===== config.mk =====
export PLATFORM = sky130hd
export DESIGN_NAME = slbmc_ctrl
export DESIGN_NICKNAME = d
export VERILOG_FILES = /design/src/shared/slbmc_pkg.sv /design/src/core/slbmc_sync.sv /design/src/core/slbmc_errcnt.sv /design/src/core/slbmc_ctrl.sv
export SDC_FILE = /design/constraint.sdc
export NUM_CORES = 1
export LEC_CHECK = 0
export ABC_CLOCK_PERIOD_IN_PS = 5800
export BUFFER_PORTS_ARGS = -buffer_cell sky130_fd_sc_hd__buf_4
export CAP_MARGIN = 20
export CORE_MARGIN = 2
export CORE_UTILIZATION = 45
export DETAILED_ROUTE_END_ITERATION = 10
export PLACE_DENSITY = 0.65
export REMOVE_ABC_BUFFERS = 1
export SLEW_MARGIN = 40
export SYNTH_ARGS = -nofsm -noshare
export SYNTH_HDL_FRONTEND = slang
export SYNTH_SLANG_ARGS = --single-unit

===== constraint.sdc =====
create_clock -name clk_i -period 5.8 [get_ports clk_i]
set_clock_uncertainty 0.2 [all_clocks]
set_input_delay 0.58 -clock clk_i [delete_from_list [all_inputs] [get_ports clk_i]]
set_output_delay 0.58 -clock clk_i [all_outputs]
set_load 0.02 [all_outputs]

===== src/shared/slbmc_pkg.sv =====
// package: constants for the self-test and mode controller (host side)
package slbmc_pkg;
    // controller register indices on the software port
    localparam logic [3:0] REG_CTRL     = 4'h0;
    localparam logic [3:0] REG_STATUS   = 4'h1;
    localparam logic [3:0] REG_ERRCNT   = 4'h2;
    localparam logic [3:0] REG_RUNLEN   = 4'h3;
    localparam logic [3:0] REG_MODE     = 4'h4;
    // control field positions
    localparam int CTRL_START_BIT = 0;
    localparam int CTRL_STOP_BIT  = 1;
    localparam int CTRL_CLKSEL_BIT = 2;
    localparam int CTRL_CLR_BIT   = 3;
    // status field positions
    localparam int ST_BUSY_BIT    = 0;
    localparam int ST_RESULT_BIT  = 1;
    localparam int ST_VALID_BIT   = 2;
    localparam int ST_RUNERR_BIT  = 3;
    // mode field positions (strap decode order)
    localparam int MODE_LF_BIT    = 0;
    localparam int MODE_RPT_BIT   = 1;
    localparam int MODE_BC_BIT    = 2;
    localparam int MODE_AUD_BIT   = 3;
    // reset value and error counter ceiling
    localparam logic [31:0] RUNLEN_RST = 32'h0000_0000;
    localparam logic [7:0]  ERRCNT_MAX = 8'hFF;
    // time for the far end to lock after the request, before sampling result
    localparam int CLK_MHZ        = 100;
    localparam int LOCK_WAIT_US   = 50;
    localparam int LOCK_WAIT_CYC  = LOCK_WAIT_US * CLK_MHZ;
    // cycles in DONE before the result pin is taken as the verdict
    localparam int RESULT_SETTLE_CYC = 4;
    // strap code: 3-bit mode index 0..7 in strap table order
    localparam logic [3:0] STRAP_TABLE [8] = '{
        4'h0, 4'h2, 4'hA, 4'h1, 4'h9, 4'h3, 4'hB, 4'h5};
    typedef enum logic [3:0] {
        SLBMC_IDLE = 4'b0001,
        SLBMC_LOCK = 4'b0010,
        SLBMC_RUN  = 4'b0100,
        SLBMC_DONE = 4'b1000
    } slbmc_state_e;
endpackage : slbmc_pkg


===== src/core/slbmc_sync.sv =====
// two-flop synchroniser for a single pin level
`timescale 1ns/1ns
`default_nettype none
module slbmc_sync (
    input  wire logic clk_i,
    input  wire logic sys_rst_i,
    input  wire logic d_i,
    output var  logic q_o
);
    typedef struct packed {
        logic s1;
        logic s2;
    } slbmc_sync_s;
    slbmc_sync_s st_r;
    slbmc_sync_s st_nxt;
    always_comb begin
        st_nxt.s1 = d_i;
        st_nxt.s2 = st_r.s1;
    end
    always_ff @(posedge clk_i) begin
        if (sys_rst_i) begin
            st_r <= '0;
        end else begin
            st_r <= st_nxt;
        end
    end
    assign q_o = st_r.s2;
endmodule : slbmc_sync
`default_nettype wire


===== src/core/slbmc_errcnt.sv =====
// saturating error pulse counter fed by falling edges of the result pin
`timescale 1ns/1ns
`default_nettype none
module slbmc_errcnt
    import slbmc_pkg::*;
#(
    parameter int W = 8
) (
    input  wire logic         clk_i,
    input  wire logic         sys_rst_i,
    input  wire logic         clr_i,
    input  wire logic         inc_i,
    output var  logic [W-1:0] cnt_o
);
    typedef struct packed {
        logic [W-1:0] cnt;
    } slbmc_cnt_s;
    slbmc_cnt_s st_r;
    slbmc_cnt_s st_nxt;
    always_comb begin
        st_nxt = st_r;
        if (clr_i) begin
            st_nxt.cnt = '0;
        end else if (inc_i && st_r.cnt != {W{1'b1}}) begin
            // saturate rather than wrap so a long faulty run never reads low
            st_nxt.cnt = st_r.cnt + W'(1);
        end
    end
    always_ff @(posedge clk_i) begin
        if (sys_rst_i) begin
            st_r <= '0;
        end else begin
            st_r <= st_nxt;
        end
    end
    assign cnt_o = st_r.cnt;
endmodule : slbmc_errcnt
`default_nettype wire


===== src/core/slbmc_ctrl.sv =====
// host controller: runs a link self test through the receiver pins
// How it works
// - host raises receiver self-test request pin, drives clock-select pin.
// - request travels over back channel while request pin stays high.
// - receiver raises result pin after lock; host waits then watches.
// - each errored payload pulses result low; host counts those pulses.
// - on request low, result pin holds final pass or fail.
// - final result held until new run, reset or power down.
// - host sets test length by holding request for programmed cycles.
// - after request drops both ends return to normal traffic.
// - receiver logs errors and drives switching pattern during test.
// - repeater tree: two levels max, three transmitters per receiver.
// - repeater nodes need unique addresses and repeater strap.
`timescale 1ns/1ns
`default_nettype none
module slbmc_ctrl
    import slbmc_pkg::*;
#(
    parameter int LOCK_WAIT = LOCK_WAIT_CYC,
    parameter int CNT_W     = 8
) (
    input  wire logic        clk_i,
    input  wire logic        sys_rst_i,
    input  wire logic [3:0]  addr_i,
    input  wire logic [31:0] wdata_i,
    input  wire logic        wr_i,
    input  wire logic        rd_i,
    output var  logic [31:0] rdata_o,
    input  wire logic [2:0]  strap_idx_i,
    input  wire logic        test_result_i,
    output var  logic        self_test_request_pin_o,
    output var  logic        self_test_clock_select_o,
    output var  logic        low_frequency_range_o,
    output var  logic        repeater_mode_o,
    output var  logic        backward_compat_o,
    output var  logic        secondary_audio_o
);
    slbmc_state_e        state_r;
    slbmc_state_e        state_nxt;

    typedef struct packed {
        logic [31:0] rdata;
        logic [31:0] runlen;
        logic [31:0] timer;
        logic        clksel;
        logic        req;
        logic        result;
        logic        valid;
        logic        runerr;
        logic        prev_res;
        logic        use_reg;
        logic [3:0]  mode_reg;
        logic [3:0]  mode;
        logic        strap_done;
    } slbmc_ctrl_s;
    slbmc_ctrl_s st_r;
    slbmc_ctrl_s st_nxt;

    logic             res_sync;
    logic [2:0]       strap_sync;
    logic             cnt_clr;
    logic             cnt_inc;
    logic [CNT_W-1:0] err_cnt;

    function automatic logic [3:0] strap_decode(input logic [2:0] idx);
        strap_decode = STRAP_TABLE[idx];
    endfunction : strap_decode

    slbmc_sync u_res_sync (
        .clk_i     (clk_i),
        .sys_rst_i (sys_rst_i),
        .d_i       (test_result_i),
        .q_o       (res_sync)
    );

    // strap pins come from outside the clock domain; they are static,
    // so one synchroniser per bit is enough
    slbmc_sync u_strap_sync0 (
        .clk_i     (clk_i),
        .sys_rst_i (sys_rst_i),
        .d_i       (strap_idx_i[0]),
        .q_o       (strap_sync[0])
    );

    slbmc_sync u_strap_sync1 (
        .clk_i     (clk_i),
        .sys_rst_i (sys_rst_i),
        .d_i       (strap_idx_i[1]),
        .q_o       (strap_sync[1])
    );

    slbmc_sync u_strap_sync2 (
        .clk_i     (clk_i),
        .sys_rst_i (sys_rst_i),
        .d_i       (strap_idx_i[2]),
        .q_o       (strap_sync[2])
    );

    slbmc_errcnt #(
        .W (CNT_W)
    ) u_errcnt (
        .clk_i     (clk_i),
        .sys_rst_i (sys_rst_i),
        .clr_i     (cnt_clr),
        .inc_i     (cnt_inc),
        .cnt_o     (err_cnt)
    );

    logic start_cmd;
    logic stop_cmd;
    logic ctrl_wr;
    logic [3:0] strap_mode;

    always_comb begin
        ctrl_wr    = wr_i && addr_i == REG_CTRL;
        start_cmd  = ctrl_wr && wdata_i[CTRL_START_BIT];
        stop_cmd   = ctrl_wr && wdata_i[CTRL_STOP_BIT];
        strap_mode = strap_decode(strap_sync);
    end

    // counts each falling edge of the result pin while checking is live
    always_comb begin
        cnt_clr = ((state_r == SLBMC_IDLE || state_r == SLBMC_DONE)
                   && start_cmd && !st_r.mode[MODE_BC_BIT])
                  || (ctrl_wr && wdata_i[CTRL_CLR_BIT]);
        cnt_inc = state_r == SLBMC_RUN
                  && st_r.prev_res && !res_sync;
    end

    always_comb begin
        st_nxt          = st_r;
        state_nxt       = state_r;
        st_nxt.prev_res = res_sync;
        st_nxt.rdata    = 32'h0000_0000;

        // strap is caught in the first cycle after reset release, then followed while use_reg is clear
        if (!st_r.strap_done) begin
            st_nxt.mode       = strap_mode;
            st_nxt.strap_done = 1'b1;
        end
        if (wr_i && addr_i == REG_MODE) begin
            st_nxt.use_reg  = wdata_i[4];
            st_nxt.mode_reg = wdata_i[3:0];
        end
        if (st_r.strap_done) begin
            st_nxt.mode = st_r.use_reg ? st_r.mode_reg
                                       : strap_mode;
        end
        if (ctrl_wr) begin
            st_nxt.clksel = wdata_i[CTRL_CLKSEL_BIT];
        end
        if (wr_i && addr_i == REG_RUNLEN) begin
            st_nxt.runlen = wdata_i;
        end

        case (state_r)
            SLBMC_IDLE, SLBMC_DONE: begin
                if (start_cmd) begin
                    if (st_r.mode[MODE_BC_BIT]) begin
                        st_nxt.runerr = 1'b1;
                    end else begin
                        st_nxt.runerr = 1'b0;
                        st_nxt.req    = 1'b1;
                        st_nxt.valid  = 1'b0;
                        st_nxt.timer  = 32'(LOCK_WAIT);
                        state_nxt     = SLBMC_LOCK;
                    end
                end
            end
            SLBMC_LOCK: begin
                // far end needs time to wake and lock before result means much
                if (stop_cmd) begin
                    st_nxt.req   = 1'b0;
                    st_nxt.timer = 32'(RESULT_SETTLE_CYC);
                    state_nxt    = SLBMC_DONE;
                end else if (st_r.timer == 32'h0000_0000) begin
                    st_nxt.timer = st_r.runlen;
                    state_nxt    = SLBMC_RUN;
                end else begin
                    st_nxt.timer = st_r.timer - 32'h0000_0001;
                end
            end
            SLBMC_RUN: begin
                if (stop_cmd || (st_r.runlen != RUNLEN_RST
                                 && st_r.timer == 32'h0000_0000)) begin
                    st_nxt.req   = 1'b0;
                    st_nxt.timer = 32'(RESULT_SETTLE_CYC);
                    state_nxt    = SLBMC_DONE;
                end else if (st_r.timer != 32'h0000_0000) begin
                    st_nxt.timer = st_r.timer - 32'h0000_0001;
                end
            end
            default: begin
                st_nxt.req = 1'b0;
                state_nxt  = SLBMC_IDLE;
            end
        endcase

        // result pin level after request drop is the held verdict; the
        // receiver and the synchroniser both need a few cycles to settle
        if (state_r == SLBMC_DONE && !st_r.valid && !start_cmd) begin
            if (st_r.timer == 32'h0000_0000) begin
                st_nxt.result = res_sync;
                st_nxt.valid  = 1'b1;
            end else begin
                st_nxt.timer = st_r.timer - 32'h0000_0001;
            end
        end

        if (rd_i) begin
            case (addr_i)
                REG_CTRL:   st_nxt.rdata = {29'h0, st_r.clksel, 2'h0};
                REG_STATUS: st_nxt.rdata = {28'h0, st_r.runerr, st_r.valid,
                                            st_r.result,
                                            state_r != SLBMC_IDLE
                                            && state_r != SLBMC_DONE};
                REG_ERRCNT: st_nxt.rdata = {{(32-CNT_W){1'b0}}, err_cnt};
                REG_RUNLEN: st_nxt.rdata = st_r.runlen;
                REG_MODE:   st_nxt.rdata = {27'h0, st_r.use_reg, st_r.mode};
                default:    st_nxt.rdata = 32'h0000_0000;
            endcase
        end
    end

    always_ff @(posedge clk_i) begin
        if (sys_rst_i) begin
            st_r    <= '0;
            state_r <= SLBMC_IDLE;
        end else begin
            st_r    <= st_nxt;
            state_r <= state_nxt;
        end
    end

    assign rdata_o                  = st_r.rdata;
    assign self_test_request_pin_o  = st_r.req;
    assign self_test_clock_select_o = st_r.clksel;
    assign low_frequency_range_o    = st_r.mode[MODE_LF_BIT];
    assign repeater_mode_o          = st_r.mode[MODE_RPT_BIT];
    assign backward_compat_o        = st_r.mode[MODE_BC_BIT];
    assign secondary_audio_o        = st_r.mode[MODE_AUD_BIT];
endmodule : slbmc_ctrl
`default_nettype wire


After elaboration in Yosys (flattened, before gate mapping)
Memory sizes are Yosys's and may differ from the RTL's.
Index checks and enable logic that the tools add are counted.
{"block": "classes", "n_reduce_logical": 33, "magnitude_cmp": 1, "n_bitwise": 2, "n_eq_ne": 16, "n_addsub": 2, "n_mux": 32}
{"op": "32-bit two-way mux", "n": 8}
{"op": "32-bit case mux with 5 select lines", "n": 1}
{"op": "32-bit case mux with 3 select lines", "n": 1}
{"op": "32-bit nonzero test", "n": 2}
{"op": "4-bit two-way mux", "n": 9}
{"op": "32-bit logical NOT", "n": 1}
{"op": "32-bit by 1-bit subtractor with 32-bit output (second input constant)", "n": 1}
{"op": "1-bit logical AND", "n": 15}
{"op": "4-bit by 2-bit equality test with 1-bit output (second input constant)", "n": 3}
{"op": "4-bit case mux with 3 select lines", "n": 1}
{"op": "8-bit by 1-bit adder with 8-bit output (second input constant)", "n": 1}
{"op": "4-bit by 1-bit equality test with 1-bit output (second input constant)", "n": 2}
{"op": "4-bit by 3-bit equality test with 1-bit output (second input constant)", "n": 2}
{"op": "1-bit two-way mux", "n": 8}
{"op": "8-bit inequality test (second input constant)", "n": 1}
{"op": "4-bit AND reduction", "n": 2}
{"op": "2-bit inequality test (second input constant)", "n": 3}
{"op": "2-bit OR reduction", "n": 3}
{"op": "5-bit two-way mux", "n": 1}
{"op": "4-bit equality test (second input constant)", "n": 1}
{"op": "4-bit greater-or-equal comparator (second input constant)", "n": 1}
{"op": "1-bit logical NOT", "n": 4}
{"op": "4-bit logical NOT", "n": 1}
{"op": "2-bit two-way mux", "n": 2}
{"op": "9 further kinds", "n": 12}
{"block": "word_totals", "reg_bits": 132, "wordCells": 110, "input_bits": 44, "rom_bits": 32, "n_memories": 1}
{"memory": "(no name shown)", "words": 8, "width": 4, "rd": 1, "rd_ports_with_merged_regs": 0, "wr": 0, "line_no": "slbmc_ctrl.sv:66", "rtl": "strap_decode = STRAP_TABLE[idx];"}

Longest topological paths before layout
{"block": "depth", "depth_word": 8, "ltp_mapped": 11}

Cells and area by module
From an unflattened synthesis, not the netlist that was laid out.
{"block": "hier_totals", "hier_cells": 759, "hier_area_um2": 6431.2}
{"module": "slbmc_ctrl", "cells_per_inst": 696, "seq_area_each_um2": 2322.2, "area_each_um2": 5785.5, "instances": 1}
{"module": "slbmc_errcnt", "cells_per_inst": 47, "seq_area_each_um2": 160.2, "area_each_um2": 435.4, "instances": 1}
{"module": "slbmc_sync", "cells_per_inst": 4, "seq_area_each_um2": 40.0, "area_each_um2": 52.6, "instances": 4}

Worst setup path after synthesis
OpenSTA, ideal clock, no wires.
{"block": "synth_timing", "path_type": "register to register", "startpoint": "reg st_r[16] in the netlist's numbering", "endpoint": "reg st_r[38] in the netlist's numbering", "t_arrival_ns": 2.319, "stages_incl_launch_ff": 11, "path_buffers": 1, "required_time_ns": 5.469, "setup_ns": 0.131, "slack_ns": 3.150, "cell_sequence": "dfxtp_1 -> inv_1 -> ha_1 -> or4b_1 -> or3_1 -> clkbuf_1 -> nor3_2 -> xor2_1 -> a221o_1 -> a21oi_1 -> nor3_1"}
{"block": "synth_between", "elab_chain_cells": 7}
{"element": "from (decl)", "line_no": "slbmc_ctrl.sv:56", "rtl": "slbmc_ctrl_s st_r;"}
{"element": "from (signal assigned)", "line_no": "slbmc_ctrl.sv:230", "rtl": "st_r <= st_nxt;"}
{"element": "branches (longest 6 deep; another with 32-bit by 1-bit subtractor with 32-bit output)"}
{"element": "32-bit two-way mux *", "line_no": "slbmc_ctrl.sv:201", "rtl": "if (state_r == SLBMC_DONE && !st_r.valid && !start_cmd) begin"}
Every way passes the cells marked *.
A chain may end at the register's enable or synchronous reset.

Worst setup path after layout
{"block": "layout_timing", "startpoint": "reg st_r[35] in the netlist's numbering", "endpoint": "reg st_r[36] in the netlist's numbering"}
Same word-level chain as after synthesis.

==> impl_metrics.yaml <==
clocking:
  clkSinkCount: 132
  postCtsSetupRepairBufs: 0
  htreeDepth: 4
  cts_buffers: 17
  hold_buffers: 0
  path_clk_slew_ns: 0.06
  cts_tree: "built"
  insertion_delay_ns: 0.42
  root_buffer: "clkbuf_16"
  clk_path_buf_depth: 2
  post_cts_resized: 0
setup_path:
  crit-reg2reg-launch: "st_r[35]"
  reg2reg_to: "st_r[36]"
  startpoint_type: "register"
  critPathMaxFanout: 17
  crit_type: "register to register"
  critPathSlowestCell: "a21o_1"
  critPathRequiredTime_ns: 5.96
  cp-end-kind: "register"
  rrSetupSlack_ns: 2.54
  slowest_delay_ns: 0.64
  rr_worst_depth: 7
  worstPathCellList: "or4_4 > nor4_2 > and4_1 > a21o_1 > and2_1 > o21ai_0 > nand3_1"
  arrival_ns: 3.42
timing:
  maxSlewHeadroom: 0.455
  rsz0062_at_grt: "no"
  post-route-min-period_ns: 3.26
  hold_violations: 0
  fin_crit_sh: 0.562
  fmax_mhz: 307
  tightest_slew_ns: 0.817
  final-setup-viol-count: 0
  setup_tns_ns: 0
  holdWs_ns: 0.168
  maxSlewViolCount: 0
synth:
  synth_adder_area_share: 0.0101
  synth_top_area_share: 0.428
  ys_warn_count: 0
  synth_xor_area_frac: 0.0383
  synthSimpleGateAreaFrac: 0.276
  synth_cells: 736
  synth-edff-count: 0
  synthMuxAreaShare: 0.0134
  yosys.area.top_type: "dfxtp_1"
  synth_top_family_by_area: "simple AND/OR/NAND/NOR gates"
  synth_compound_area_frac: 0.166
  ys_seq_area_frac: 0.428
  syn_area_sq_mm: 0.00617
  avgSynthCellArea_sq_um: 8.38
  ys_ff_latch: 132
  yosysUniqueCellTypes: 68
  synth_area_leaders: "dfxtp_1 (43%), nand2_1 (6.6%), a21oi_1 (5.2%)"
  synth_async_sr_flop_share: 0
  synth_ff_type: "dfxtp_1"
detailed_routing:
  wl_per_cell_microns: 16.8
  via_count: 5507
  drc: 0
  drt_first_pass_iters: 5
  drtIter0Drc: 409
  viasPerCell: 5.72
  routed_wl_microns: 16200
  ant_nets: 0
global_routing:
  antenna_found_initial: 0
  grtUsageTotal: 0.227
  grt_first_pass_wirelength_microns: 26100
  grt_max_degree: 75
  overflow: 0
  grt_pass1_vias: 5163
cells_and_area:
  layoutNonFillerInstCount: 963
  multi_input_area_sq_mm: 0.00312
  mostFrequentLayoutCells: "dfxtp_1 (132), nand2_1 (107), buf_4 (84)"
  fin_nets: 822
  final_util: 0.548
  drive_gt1_frac: 0.173
  ff_latch_area_sq_mm: 0.00264
  final_common_cell: "dfxtp_1"
  syn2layout_area_growth_pct: 18.2
  fillerInstances: 1252
floorplanning:
  die_w_microns: 121
  die_h_microns: 121
  die_area_sq_mm: 0.0147
  placementRows: 42
  core_sq_mm: 0.0133
  start_util: 0.464
  ioPinCount: 82
hold_path:
  min_to: "u_strap_sync2.st_nxt[0]"
  hp-start: "strap_idx_i[2]"
  hp-class: "primary input to register"
  holdPathStages: 2
pwr:
  p_leak_nw: 2.83
  irDropWorstVdd_uv: 246
  powerDensity_mw_per_mm2: 419
place:
  dp.cells: 930
  dp_hpwl_microns: 11100
  io_buffers: 81
  place_congestion: 0.934
run_status:
  status: "complete, no violations"
run:
  maxCapViolations: 0
registers in the layout, indices dropped and copies added, names as in the netlist:
| register | flops |
|---|---|
| backward_compat_o | 1 |
| low_frequency_range_o | 1 |
| rdata_o | 32 |
| repeater_mode_o | 1 |
| secondary_audio_o | 1 |
| self_test_clock_select_o | 1 |
| self_test_request_pin_o | 1 |
| st_r | 74 |
| state_r | 4 |
| u_errcnt.cnt_o | 8 |
| u_res_sync.q_o | 1 |
| u_res_sync.st_nxt | 1 |
| u_strap_sync0.q_o | 1 |
| u_strap_sync0.st_nxt | 1 |
| u_strap_sync1.q_o | 1 |
| u_strap_sync1.st_nxt | 1 |
| u_strap_sync2.q_o | 1 |
| u_strap_sync2.st_nxt | 1 |
cells in the mapped netlist, drive strengths merged (2+ instances only):
| master | instances |
|---|---|
| a2111oi | 3 |
| a211oi | 4 |
| a21o | 5 |
| a21oi | 65 |
| a221oi | 7 |
| a222oi | 2 |
| a22o | 2 |
| a22oi | 18 |
| a31oi | 5 |
| and2 | 28 |
| and3 | 8 |
| buf | 45 |
| clkbuf | 21 |
| dfxtp | 132 |
| ha | 5 |
| inv | 8 |
| mux2 | 2 |
| mux2i | 6 |
| nand2 | 108 |
| nand2b | 5 |
| nand3 | 23 |
| nand3b | 3 |
| nand4 | 6 |
| nand4b | 3 |
| nor2 | 55 |
| nor2b | 17 |
| nor3 | 25 |
| nor3b | 3 |
| nor4 | 18 |
| nor4b | 2 |
| o211ai | 2 |
| o21ai | 17 |
| o22a | 4 |
| o22ai | 10 |
| o32a | 2 |
| o32ai | 2 |
| or2 | 4 |
| or3 | 10 |
| or4 | 6 |
| or4b | 4 |
| xnor2 | 17 |
| xor2 | 10 |
cell type report:
type / count / area share
clock inverter: 12 / 0.0242
timing repair buffer: 84 / 0.0865
tap: 176 / 0.0302
antenna: 1 / 0.000343
inverter: 8 / 0.00412
sequential: 132 / 0.362
multi-input combinational: 530 / 0.428
clock buffer: 20 / 0.0640
worst max-delay path by stage:
stage | cells after the start | from | slack (ns) | to
floorplan | 7 | st_r[35] | 3.02 | st_r[35]
CTS | 7 | st_r[35] | 2.60 | st_r[32]
finish | 7 | st_r[35] | 2.54 | st_r[36]
detailed placement | 8 | addr_i[0] | 2.53 | st_r[32]
global route | 7 | st_r[26] | 2.38 | st_r[31]
global placement | 7 | st_r[30] | 2.54 | st_r[35]
where the power goes:
part           total, mW  switching (mW)  internal (mW)
Sequential         0.986          0.0438          0.942
Clock               1.16           0.406          0.753
Combinational      0.912           0.572          0.340
Total               3.06            1.02           2.03
worst max-delay path, delay by kind of cell, from the launching register on:
kind               cells  cell delay [ns]
AOI/OAI and AO/OA      2             0.78
DFF                    1             0.37
and+or+nand+nor        5             1.85
metrics by stage:
| stage | total power, mW | worst slack (ns) | instance area (sq um) |
|---|---|---|---|
| floorplan | 1.66 | 3.02 | 5780 |
| global placement | 1.87 | 2.54 | 6640 |
| detailed placement | 1.89 | 2.53 | 6650 |
| CTS | 3.06 | 2.60 | 7290 |
| global route | 3.21 | 2.38 | 7290 |
| finish | 3.06 | 2.54 | 7290 |
metal layers:
| layer | GRT usage | wire length [microns] | part of all wire | up-vias |
|---|---|---|---|---|
| li1 | - | - | - | 2668 |
| met3 | 0.0559 | 1050 | 0.065 | 30 |
| met2 | 0.372 | 7610 | 0.47 | 211 |
| met5 | 0 | 0 | 0 | - |
| met4 | 0.0836 | 318 | 0.020 | 0 |
| met1 | 0.289 | 7250 | 0.45 | 2598 |
logic make-up (layout without fill, tap and decap cells):
| kind of cell | count (synthesis) | count (layout) |
|---|---|---|
| and+or+nand+nor | 331 | 331 |
| AOI/OAI and AO/OA | 159 | 159 |
| DFF | 132 | 132 |
| buffers and inverters | 74 | 124 |
| xor gates and xnor gates | 27 | 27 |
| muxes | 8 | 8 |
| adders and majority gates | 5 | 5 |
| other | 0 | 1 |
Note: power is estimated with default switching activity, not from simulation.
